File: config.mk
export PLATFORM = sky130hd
export DESIGN_NAME = crc_data_seed_regs
export DESIGN_NICKNAME = d
export VERILOG_FILES = /design/src/logic/crc_pkg.sv /design/src/logic/crc_data_seed_regs.sv /design/src/logic/word_fifo.sv
export VERILOG_INCLUDE_DIRS = /design/src /design/src/logic
export SDC_FILE = /design/constraint.sdc
export NUM_CORES = 1
export LEC_CHECK = 0
export BUFFER_PORTS_ARGS = -buffer_cell sky130_fd_sc_hd__buf_2
export CAP_MARGIN = 10
export CORE_UTILIZATION = 59
export CTS_BUF_LIST = sky130_fd_sc_hd__clkbuf_4 sky130_fd_sc_hd__clkbuf_8
export DETAILED_ROUTE_END_ITERATION = 10
export PLACE_DENSITY = 0.8
export SYNTH_ARGS = -nofsm -noshare
export SYNTH_HDL_FRONTEND = slang
export SYNTH_SLANG_ARGS = --single-unit
File: constraint.sdc
create_clock -name pclk -period 27.4 [get_ports pclk]
set_clock_uncertainty 0.2 [all_clocks]
set_input_delay 2.74 -clock pclk [delete_from_list [all_inputs] [get_ports pclk]]
set_output_delay 2.74 -clock pclk [all_outputs]
set_load 0.02 [all_outputs]
File: src/logic/crc_params.svh
`ifndef CRC_PARAMS_SVH
`define CRC_PARAMS_SVH

// Register byte offsets
`define CTRL_OFFSET        12'h000
`define INPUT_WORD_OFFSET  12'h004
`define INIT_VALUE_OFFSET  12'h008
`define RESULT_OFFSET      12'h00c

// Reset values
`define CTRL_RESET         32'h0000_0000
`define INPUT_WORD_RESET   32'h0000_0000
`define INIT_VALUE_RESET   32'hffff_ffff
`define RESULT_RESET       32'hffff_ffff

// Control field positions
`define POLY_SEL_HI        31
`define POLY_SEL_LO        30
`define WIDTH_SEL_HI       29
`define WIDTH_SEL_LO       28
`define RELOAD_BIT         1
`define ENABLE_BIT         0

// Generator polynomials, top bit implied
`define POLY_CCITT         32'h0000_1021
`define POLY_CRC8          32'h0000_0007
`define POLY_CRC16         32'h0000_8005
`define POLY_CRC32         32'h04c1_1db7

// Data buffer shape
`define FIFO_DEPTH         4
`define WORD_WIDTH         32

`endif

File: src/logic/crc_pkg.sv
`default_nettype none

package crc_pkg;

	typedef enum logic [1:0] {
		poly_ccitt = 2'b00,
		poly_crc8  = 2'b01,
		poly_crc16 = 2'b10,
		poly_crc32 = 2'b11
	} poly_select_type;

	typedef enum logic [1:0] {
		width_8    = 2'b00,
		width_16   = 2'b01,
		width_32a  = 2'b10,
		width_32b  = 2'b11
	} width_select_type;

	typedef logic [31:0] word_type;

endpackage

`default_nettype wire

File: src/logic/crc_data_seed_regs.sv
`timescale 1ns/1ps
`default_nettype none
`include "crc_params.svh"

module crc_data_seed_regs (
	// Clock and reset
	input  wire logic                pclk,
	input  wire logic                presetn,
	// APB slave
	input  wire logic                psel,
	input  wire logic                penable,
	input  wire logic                pwrite,
	input  wire logic [11:0]         paddr,
	input  wire logic [31:0]         pwdata,
	output logic                     pready,
	output logic                     pslverr,
	output logic      [31:0]         prdata,
	// Peripheral DMA feed
	input  wire logic                peripheral_dma_feed_valid,
	output logic                     peripheral_dma_feed_ready,
	input  wire crc_pkg::word_type   peripheral_dma_feed_data
);
	import crc_pkg::*;

	////////////////////////////////////////////////////////////////////////
	// Register state

	logic [31:0]      generator_control_q;
	logic             checksum_reload_request_q;
	word_type         input_word_q;
	word_type         initial_value_q;
	word_type         running_result_q;
	word_type         running_result_d;
	logic [31:0]      prdata_q;
	logic             pslverr_q;

	poly_select_type  polynomial_select;
	width_select_type input_width_select;
	logic             generator_enable;

	assign polynomial_select  = poly_select_type'(
		generator_control_q[`POLY_SEL_HI:`POLY_SEL_LO]);
	assign input_width_select = width_select_type'(
		generator_control_q[`WIDTH_SEL_HI:`WIDTH_SEL_LO]);
	assign generator_enable   = generator_control_q[`ENABLE_BIT];

	////////////////////////////////////////////////////////////////////////
	// APB decode

	logic setup_phase;
	logic access_phase;
	logic hit_ctrl;
	logic hit_data;
	logic hit_seed;
	logic hit_result;
	logic hit_any;
	logic data_write;
	logic wr_done;

	assign setup_phase  = psel && !penable;
	assign access_phase = psel && penable;
	assign hit_ctrl     = (paddr == `CTRL_OFFSET);
	assign hit_data     = (paddr == `INPUT_WORD_OFFSET);
	assign hit_seed     = (paddr == `INIT_VALUE_OFFSET);
	assign hit_result   = (paddr == `RESULT_OFFSET);
	assign hit_any      = hit_ctrl || hit_data || hit_seed || hit_result;
	assign data_write   = psel && pwrite && hit_data;

	////////////////////////////////////////////////////////////////////////
	// Input buffer

	logic     fifo_in_valid;
	logic     fifo_in_ready;
	word_type fifo_in_data;
	logic     fifo_out_valid;
	logic     fifo_out_ready;
	word_type fifo_out_data;
	logic     dma_push;
	logic     apb_push;
	logic     pop;

	// A bus write to the input word register holds off the DMA feed so neither word is dropped
	assign apb_push       = access_phase && data_write && fifo_in_ready;
	assign dma_push       = peripheral_dma_feed_valid
	                        && peripheral_dma_feed_ready;
	assign peripheral_dma_feed_ready = fifo_in_ready && !data_write;
	assign fifo_in_valid  = apb_push || dma_push;
	assign fifo_in_data   = apb_push ? pwdata : peripheral_dma_feed_data;
	// Drain stalls only for the single reload cycle
	assign fifo_out_ready = !checksum_reload_request_q;
	assign pop            = fifo_out_valid && fifo_out_ready;

	word_fifo #(
		.WIDTH (`WORD_WIDTH),
		.DEPTH (`FIFO_DEPTH)
	) u_fifo (
		.pclk      (pclk),
		.presetn   (presetn),
		.in_valid  (fifo_in_valid),
		.in_ready  (fifo_in_ready),
		.in_data   (fifo_in_data),
		.out_valid (fifo_out_valid),
		.out_ready (fifo_out_ready),
		.out_data  (fifo_out_data)
	);

	// Data writes wait only while the buffer is full
	assign pready  = !(data_write && !fifo_in_ready);
	assign wr_done = access_phase && pwrite && pready;
	assign pslverr = pslverr_q;
	assign prdata  = prdata_q;

	////////////////////////////////////////////////////////////////////////
	// Control register

	always_ff @(posedge pclk or negedge presetn) begin
		if (!presetn) begin
			generator_control_q <= `CTRL_RESET;
		end else if (wr_done && hit_ctrl) begin
			generator_control_q <= pwdata;
			generator_control_q[`RELOAD_BIT] <= 1'b0;
		end
	end

	// Software set wins over the automatic clear
	always_ff @(posedge pclk or negedge presetn) begin
		if (!presetn) begin
			checksum_reload_request_q <= 1'b0;
		end else if (wr_done && hit_ctrl && pwdata[`RELOAD_BIT]) begin
			checksum_reload_request_q <= 1'b1;
		end else begin
			checksum_reload_request_q <= 1'b0;
		end
	end

	////////////////////////////////////////////////////////////////////////
	// Data and seed registers

	always_ff @(posedge pclk or negedge presetn) begin
		if (!presetn) begin
			input_word_q <= `INPUT_WORD_RESET;
		end else if (fifo_in_valid) begin
			input_word_q <= fifo_in_data;
		end
	end

	always_ff @(posedge pclk or negedge presetn) begin
		if (!presetn) begin
			initial_value_q <= `INIT_VALUE_RESET;
		end else if (wr_done && hit_seed) begin
			initial_value_q <= pwdata;
		end
	end

	////////////////////////////////////////////////////////////////////////
	// CRC engine

	word_type poly_value;
	word_type width_mask;
	int       poly_width;
	int       data_bits;
	word_type data_eff;

	always_comb begin
		unique case (polynomial_select)
			poly_ccitt: begin
				poly_value = `POLY_CCITT;
				width_mask = 32'h0000_ffff;
				poly_width = 16;
			end
			poly_crc8: begin
				poly_value = `POLY_CRC8;
				width_mask = 32'h0000_00ff;
				poly_width = 8;
			end
			poly_crc16: begin
				poly_value = `POLY_CRC16;
				width_mask = 32'h0000_ffff;
				poly_width = 16;
			end
			poly_crc32: begin
				poly_value = `POLY_CRC32;
				width_mask = 32'hffff_ffff;
				poly_width = 32;
			end
		endcase
	end

	always_comb begin
		unique case (input_width_select)
			width_8: begin
				data_bits = 8;
				data_eff  = {24'h00_0000, fifo_out_data[7:0]};
			end
			width_16: begin
				data_bits = 16;
				data_eff  = {16'h0000, fifo_out_data[15:0]};
			end
			width_32a, width_32b: begin
				data_bits = 32;
				data_eff  = fifo_out_data;
			end
		endcase
	end

	// Bit-serial divide unrolled so a whole word lands in one cycle
	function automatic word_type crc_step(
		input word_type crc,
		input word_type data,
		input int       nbits,
		input word_type poly,
		input word_type mask,
		input int       width
	);
		word_type c;
		logic     fb;
		c  = crc & mask;
		fb = 1'b0;
		for (int i = 31; i >= 0; i--) begin
			if (i < nbits) begin
				fb = c[width-1] ^ data[i];
				c  = (c << 1) & mask;
				if (fb) begin
					c = c ^ poly;
				end
			end
		end
		return c;
	endfunction

	always_comb begin
		running_result_d = running_result_q;
		if (checksum_reload_request_q) begin
			running_result_d = initial_value_q;
		end else if (pop && generator_enable) begin
			running_result_d = crc_step(running_result_q, data_eff,
				data_bits, poly_value, width_mask, poly_width);
		end
	end

	always_ff @(posedge pclk or negedge presetn) begin
		if (!presetn) begin
			running_result_q <= `RESULT_RESET;
		end else begin
			running_result_q <= running_result_d;
		end
	end

	////////////////////////////////////////////////////////////////////////
	// Read data, captured in the setup cycle

	always_ff @(posedge pclk or negedge presetn) begin
		if (!presetn) begin
			prdata_q  <= 32'h0000_0000;
			pslverr_q <= 1'b0;
		end else if (setup_phase) begin
			pslverr_q <= !hit_any || (pwrite && hit_result);
			prdata_q  <= 32'h0000_0000;
			if (!pwrite) begin
				unique case (1'b1)
					hit_ctrl: begin
						prdata_q <= {generator_control_q[31:2],
							checksum_reload_request_q,
							generator_control_q[0]};
					end
					hit_data:   prdata_q <= input_word_q;
					hit_seed:   prdata_q <= initial_value_q;
					hit_result: prdata_q <= running_result_q;
					default:    prdata_q <= 32'h0000_0000;
				endcase
			end
		end
	end
endmodule

`default_nettype wire

File: src/logic/word_fifo.sv
`timescale 1ns/1ps
`default_nettype none

module word_fifo #(
	parameter int WIDTH = 32,
	parameter int DEPTH = 4
) (
	// Clock and reset
	input  wire logic             pclk,
	input  wire logic             presetn,
	// Fill side
	input  wire logic             in_valid,
	output logic                  in_ready,
	input  wire logic [WIDTH-1:0] in_data,
	// Drain side
	output logic                  out_valid,
	input  wire logic             out_ready,
	output logic      [WIDTH-1:0] out_data
);

	localparam int AW = $clog2(DEPTH);

	logic [WIDTH-1:0] mem_q [DEPTH];
	logic [AW-1:0]    wr_ptr_q;
	logic [AW-1:0]    rd_ptr_q;
	logic [AW:0]      count_q;
	logic             push;
	logic             pop;

	assign in_ready  = (count_q != (AW+1)'(DEPTH));
	assign out_valid = (count_q != '0);
	assign push      = in_valid && in_ready;
	assign pop       = out_valid && out_ready;
	assign out_data  = mem_q[rd_ptr_q];

	always_ff @(posedge pclk) begin
		if (push) begin
			mem_q[wr_ptr_q] <= in_data;
		end
	end

	// Depth is a power of two, so pointers wrap naturally
	always_ff @(posedge pclk or negedge presetn) begin
		if (!presetn) begin
			wr_ptr_q <= '0;
			rd_ptr_q <= '0;
		end else begin
			if (push) begin
				wr_ptr_q <= wr_ptr_q + AW'(1);
			end
			if (pop) begin
				rd_ptr_q <= rd_ptr_q + AW'(1);
			end
		end
	end

	always_ff @(posedge pclk or negedge presetn) begin
		if (!presetn) begin
			count_q <= '0;
		end else if (push && !pop) begin
			count_q <= count_q + (AW+1)'(1);
		end else if (pop && !push) begin
			count_q <= count_q - (AW+1)'(1);
		end
	end

endmodule

`default_nettype wire

==> reports/metrics.csv <==
metric;value;unit
final_common_cell;nand2_1;
cts.sinks;296;
die_x;214;µm
via_count;26100;
setup_viol;0;
drive_gt1_share;24.3;%
critPathRequiredTime;27650;ps
r2r-start;generator_control_q[31]$_DFFE_PN0P_;
reg2reg_depth;97;
synth_cell_types;130;
path_buf_inv;7;
initial_utilization;59.8;%
timing.critical_path.mode_cell;mux2i_2;
stdcell_area;29700;µm²
max_freq;37.3;MHz
num_rows;77;
cpLargestDelayFamily;compound AO/OA/AOI/OAI gates;
dr.first_iter.drc_count;4117;
crit_arrival;27060;ps
htreeDepth;2;
detail_route.vias_per_cell;6.99;
max_stage_delay;650;ps
fp.dieH;214;µm
postPlaceCellArea;28100;µm²
ctsLongestPathBuffers;3;
grt_pass1_vias;24300;
clk_pin_slew_worst_paths;70;ps
start_kind;flip-flop;
netlist_instances;2992;
postRouteAntennaNets;0;
slew_violations;0;
ys_warn_count;0;
clk_latency;550;ps
place.gp.congestion;1.08;
max_slew_margin;23.9;%
outcome;completed;
io_pins;117;
antenna_found_initial;3;
hp-class;flip-flop to flip-flop;
wl_per_cell;28.8;µm
cts_tree;built;
slowest_stage;mux4_2;
min_path_cells;2;
portBuffers;116;
firstDrtPassIters;7;
grt_max_degree;88;
regToRegEndpoint;running_result_q[12]$_DFFE_PN1P_;
overflow;0;
ys_top_cells_by_area;edfxtp_1 15%, dfrtp_1 9.8%, xnor2_1 9.6%;
finalHoldViolCount;0;
synth_nets;3085;
layout_min_cycle_time;26820;ps
synth_area_leader_cell;edfxtp_1;
ys.flop_type;edfxtp_1;
finalCritPeriodShare;97.9;%
cts_root_buffer;clkbuf_8;
drcViolationCount;0;
nNetsFinal;3198;
grt_first_pass_wirelength;155;mm
crit_fanout;8;
synth_top_area_share;14.5;%
nFillCells;3512;
final_cell_mix;310 x nand2_1, 299 x nor2_1, 285 x xnor2_1;
numCtsBuffers;38;
hold_start;prdata[26]$_DFFE_PN0P_;
routed_wl;107;mm
die_area;45700;µm²
ys_ff_latch;296;
crit_type;flip-flop to flip-flop;
syn_area_per_cell;8.84;µm²
min_to;prdata[26]$_DFFE_PN0P_;
design.core.area;44200;µm²
synth_edf_count;128;
ys_async_sr_fraction;56.8;%
cap_viol_max_count;0;
ys_seq_area_share;30.7;%
syn_to_final_growth;12.3;%
worst-r2r-setup-slack;580;ps
endpoint_kind;flip-flop;
syn_area;26400;µm²
max_slew.worst_pin.slew;1140;ps
grt_use_total;46.2;%
dp_hpwl;76.9;mm
metal layers:
metal  part of all wire, %  up-vias  wire, µm  GRT usage (%)
met4                   6.1        2      6520           23.8
li1                      -    11200         -              -
met5                 0.012        -        13              0
met3                    13      419     13700           10.9
met2                    43     1959     46500           69.6
met1                    38    12500     40700           62.0
sequential cells by signal, summed over array words and instances, names as in the netlist:
| name | count |
|---|---|
| u_fifo.rd_ptr_q | 2 |
| checksum_reload_request_q | 1 |
| pslverr | 1 |
| u_fifo.count_q | 3 |
| initial_value_q | 32 |
| u_fifo.wr_ptr_q | 2 |
| generator_control_q | 31 |
| input_word_q | 32 |
| prdata | 32 |
| running_result_q | 32 |
| u_fifo.mem_q | 128 |
cell type report:
type / instances / area [µm²] / share of cell area, %
Multi-Input combinational cell: 2455 / 18000 / 60.6
Sequential cell: 296 / 8130 / 27.4
Timing Repair Buffer: 282 / 1880 / 6.32
Tap cell: 592 / 741 / 2.49
Clock buffer: 59 / 724 / 2.44
Inverter: 32 / 120 / 0.404
Clock inverter: 10 / 103 / 0.345
Antenna cell: 3 / 7.51 / 0.0253
per-stage QoR:
| step | hold slack [ps] | worst slack [ps] | TNS (ps) | utilization, % | instances |
|---|---|---|---|---|---|
| floorplan | 247 | 1550 | 0 | - | 2992 |
| global placement | 261 | 607 | 0 | 63.6 | 3632 |
| detailed placement | 270 | -79.2 | -333 | 63.6 | 3632 |
| CTS | 289 | 29.6 | 0 | 65.5 | 3701 |
| global route | 300 | -496 | -5720 | 67.2 | 3726 |
| finish | 290 | 583 | 0 | 67.2 | 3729 |
kinds of logic after synthesis:
group                      Yosys count  synth area share (%)
xor gates and xnor gates           412                  14.5
AOI/OAI and AO/OA                  727                  19.5
adders and majority gates           11                 0.549
and+or+nand+nor                   1036                  18.8
buffers and inverters              241                  3.52
muxes                              269                  12.4
DFF                                296                  30.7
cells in the mapped netlist, types with 29 or more instances:
| master | instances |
|---|---|
| a21oi_1 | 157 |
| a221oi_1 | 40 |
| a22o_1 | 38 |
| a22oi_1 | 38 |
| and2_1 | 41 |
| and3_1 | 34 |
| buf_1 | 33 |
| clkbuf_1 | 161 |
| dfrtp_1 | 104 |
| dfstp_2 | 64 |
| edfxtp_1 | 128 |
| mux2_2 | 145 |
| mux2i_1 | 84 |
| nand2_1 | 313 |
| nand2b_1 | 29 |
| nand3_1 | 68 |
| nor2_1 | 303 |
| nor3_1 | 70 |
| o21ai_0 | 145 |
| o21ai_1 | 32 |
| xnor2_1 | 289 |
| xor2_1 | 104 |
tightest hold or removal path: stages, from the launching register on:
cell	delay (ps)
dfrtp_1	350
nand2_1	50
o21ai_0	60
repair_timing:
item,CTS,global route
setup endpoints to repair,11,27
setup buffers,0,24
pin swaps,0,20
hold buffers,0,0
gates resized for setup,4,98
how the worst max path moves through the flow:
stage	startpoint	endpoint	slack, ps	depth (start not counted)
floorplan	generator_control_q[31]$_DFFE_PN0P_	running_result_q[2]$_DFFE_PN1P_	1550	96
global placement	generator_control_q[31]$_DFFE_PN0P_	running_result_q[16]$_DFFE_PN1P_	610	95
detailed placement	generator_control_q[31]$_DFFE_PN0P_	running_result_q[8]$_DFFE_PN1P_	-80	96
CTS	generator_control_q[31]$_DFFE_PN0P_	running_result_q[11]$_DFFE_PN1P_	30	96
global route	generator_control_q[31]$_DFFE_PN0P_	running_result_q[2]$_DFFE_PN1P_	-500	97
finish	generator_control_q[31]$_DFFE_PN0P_	running_result_q[12]$_DFFE_PN1P_	580	97
Power is left out: the tool's default activity adds up to more than one toggle a clock period on the data nets, which glitch-free logic cannot reach.
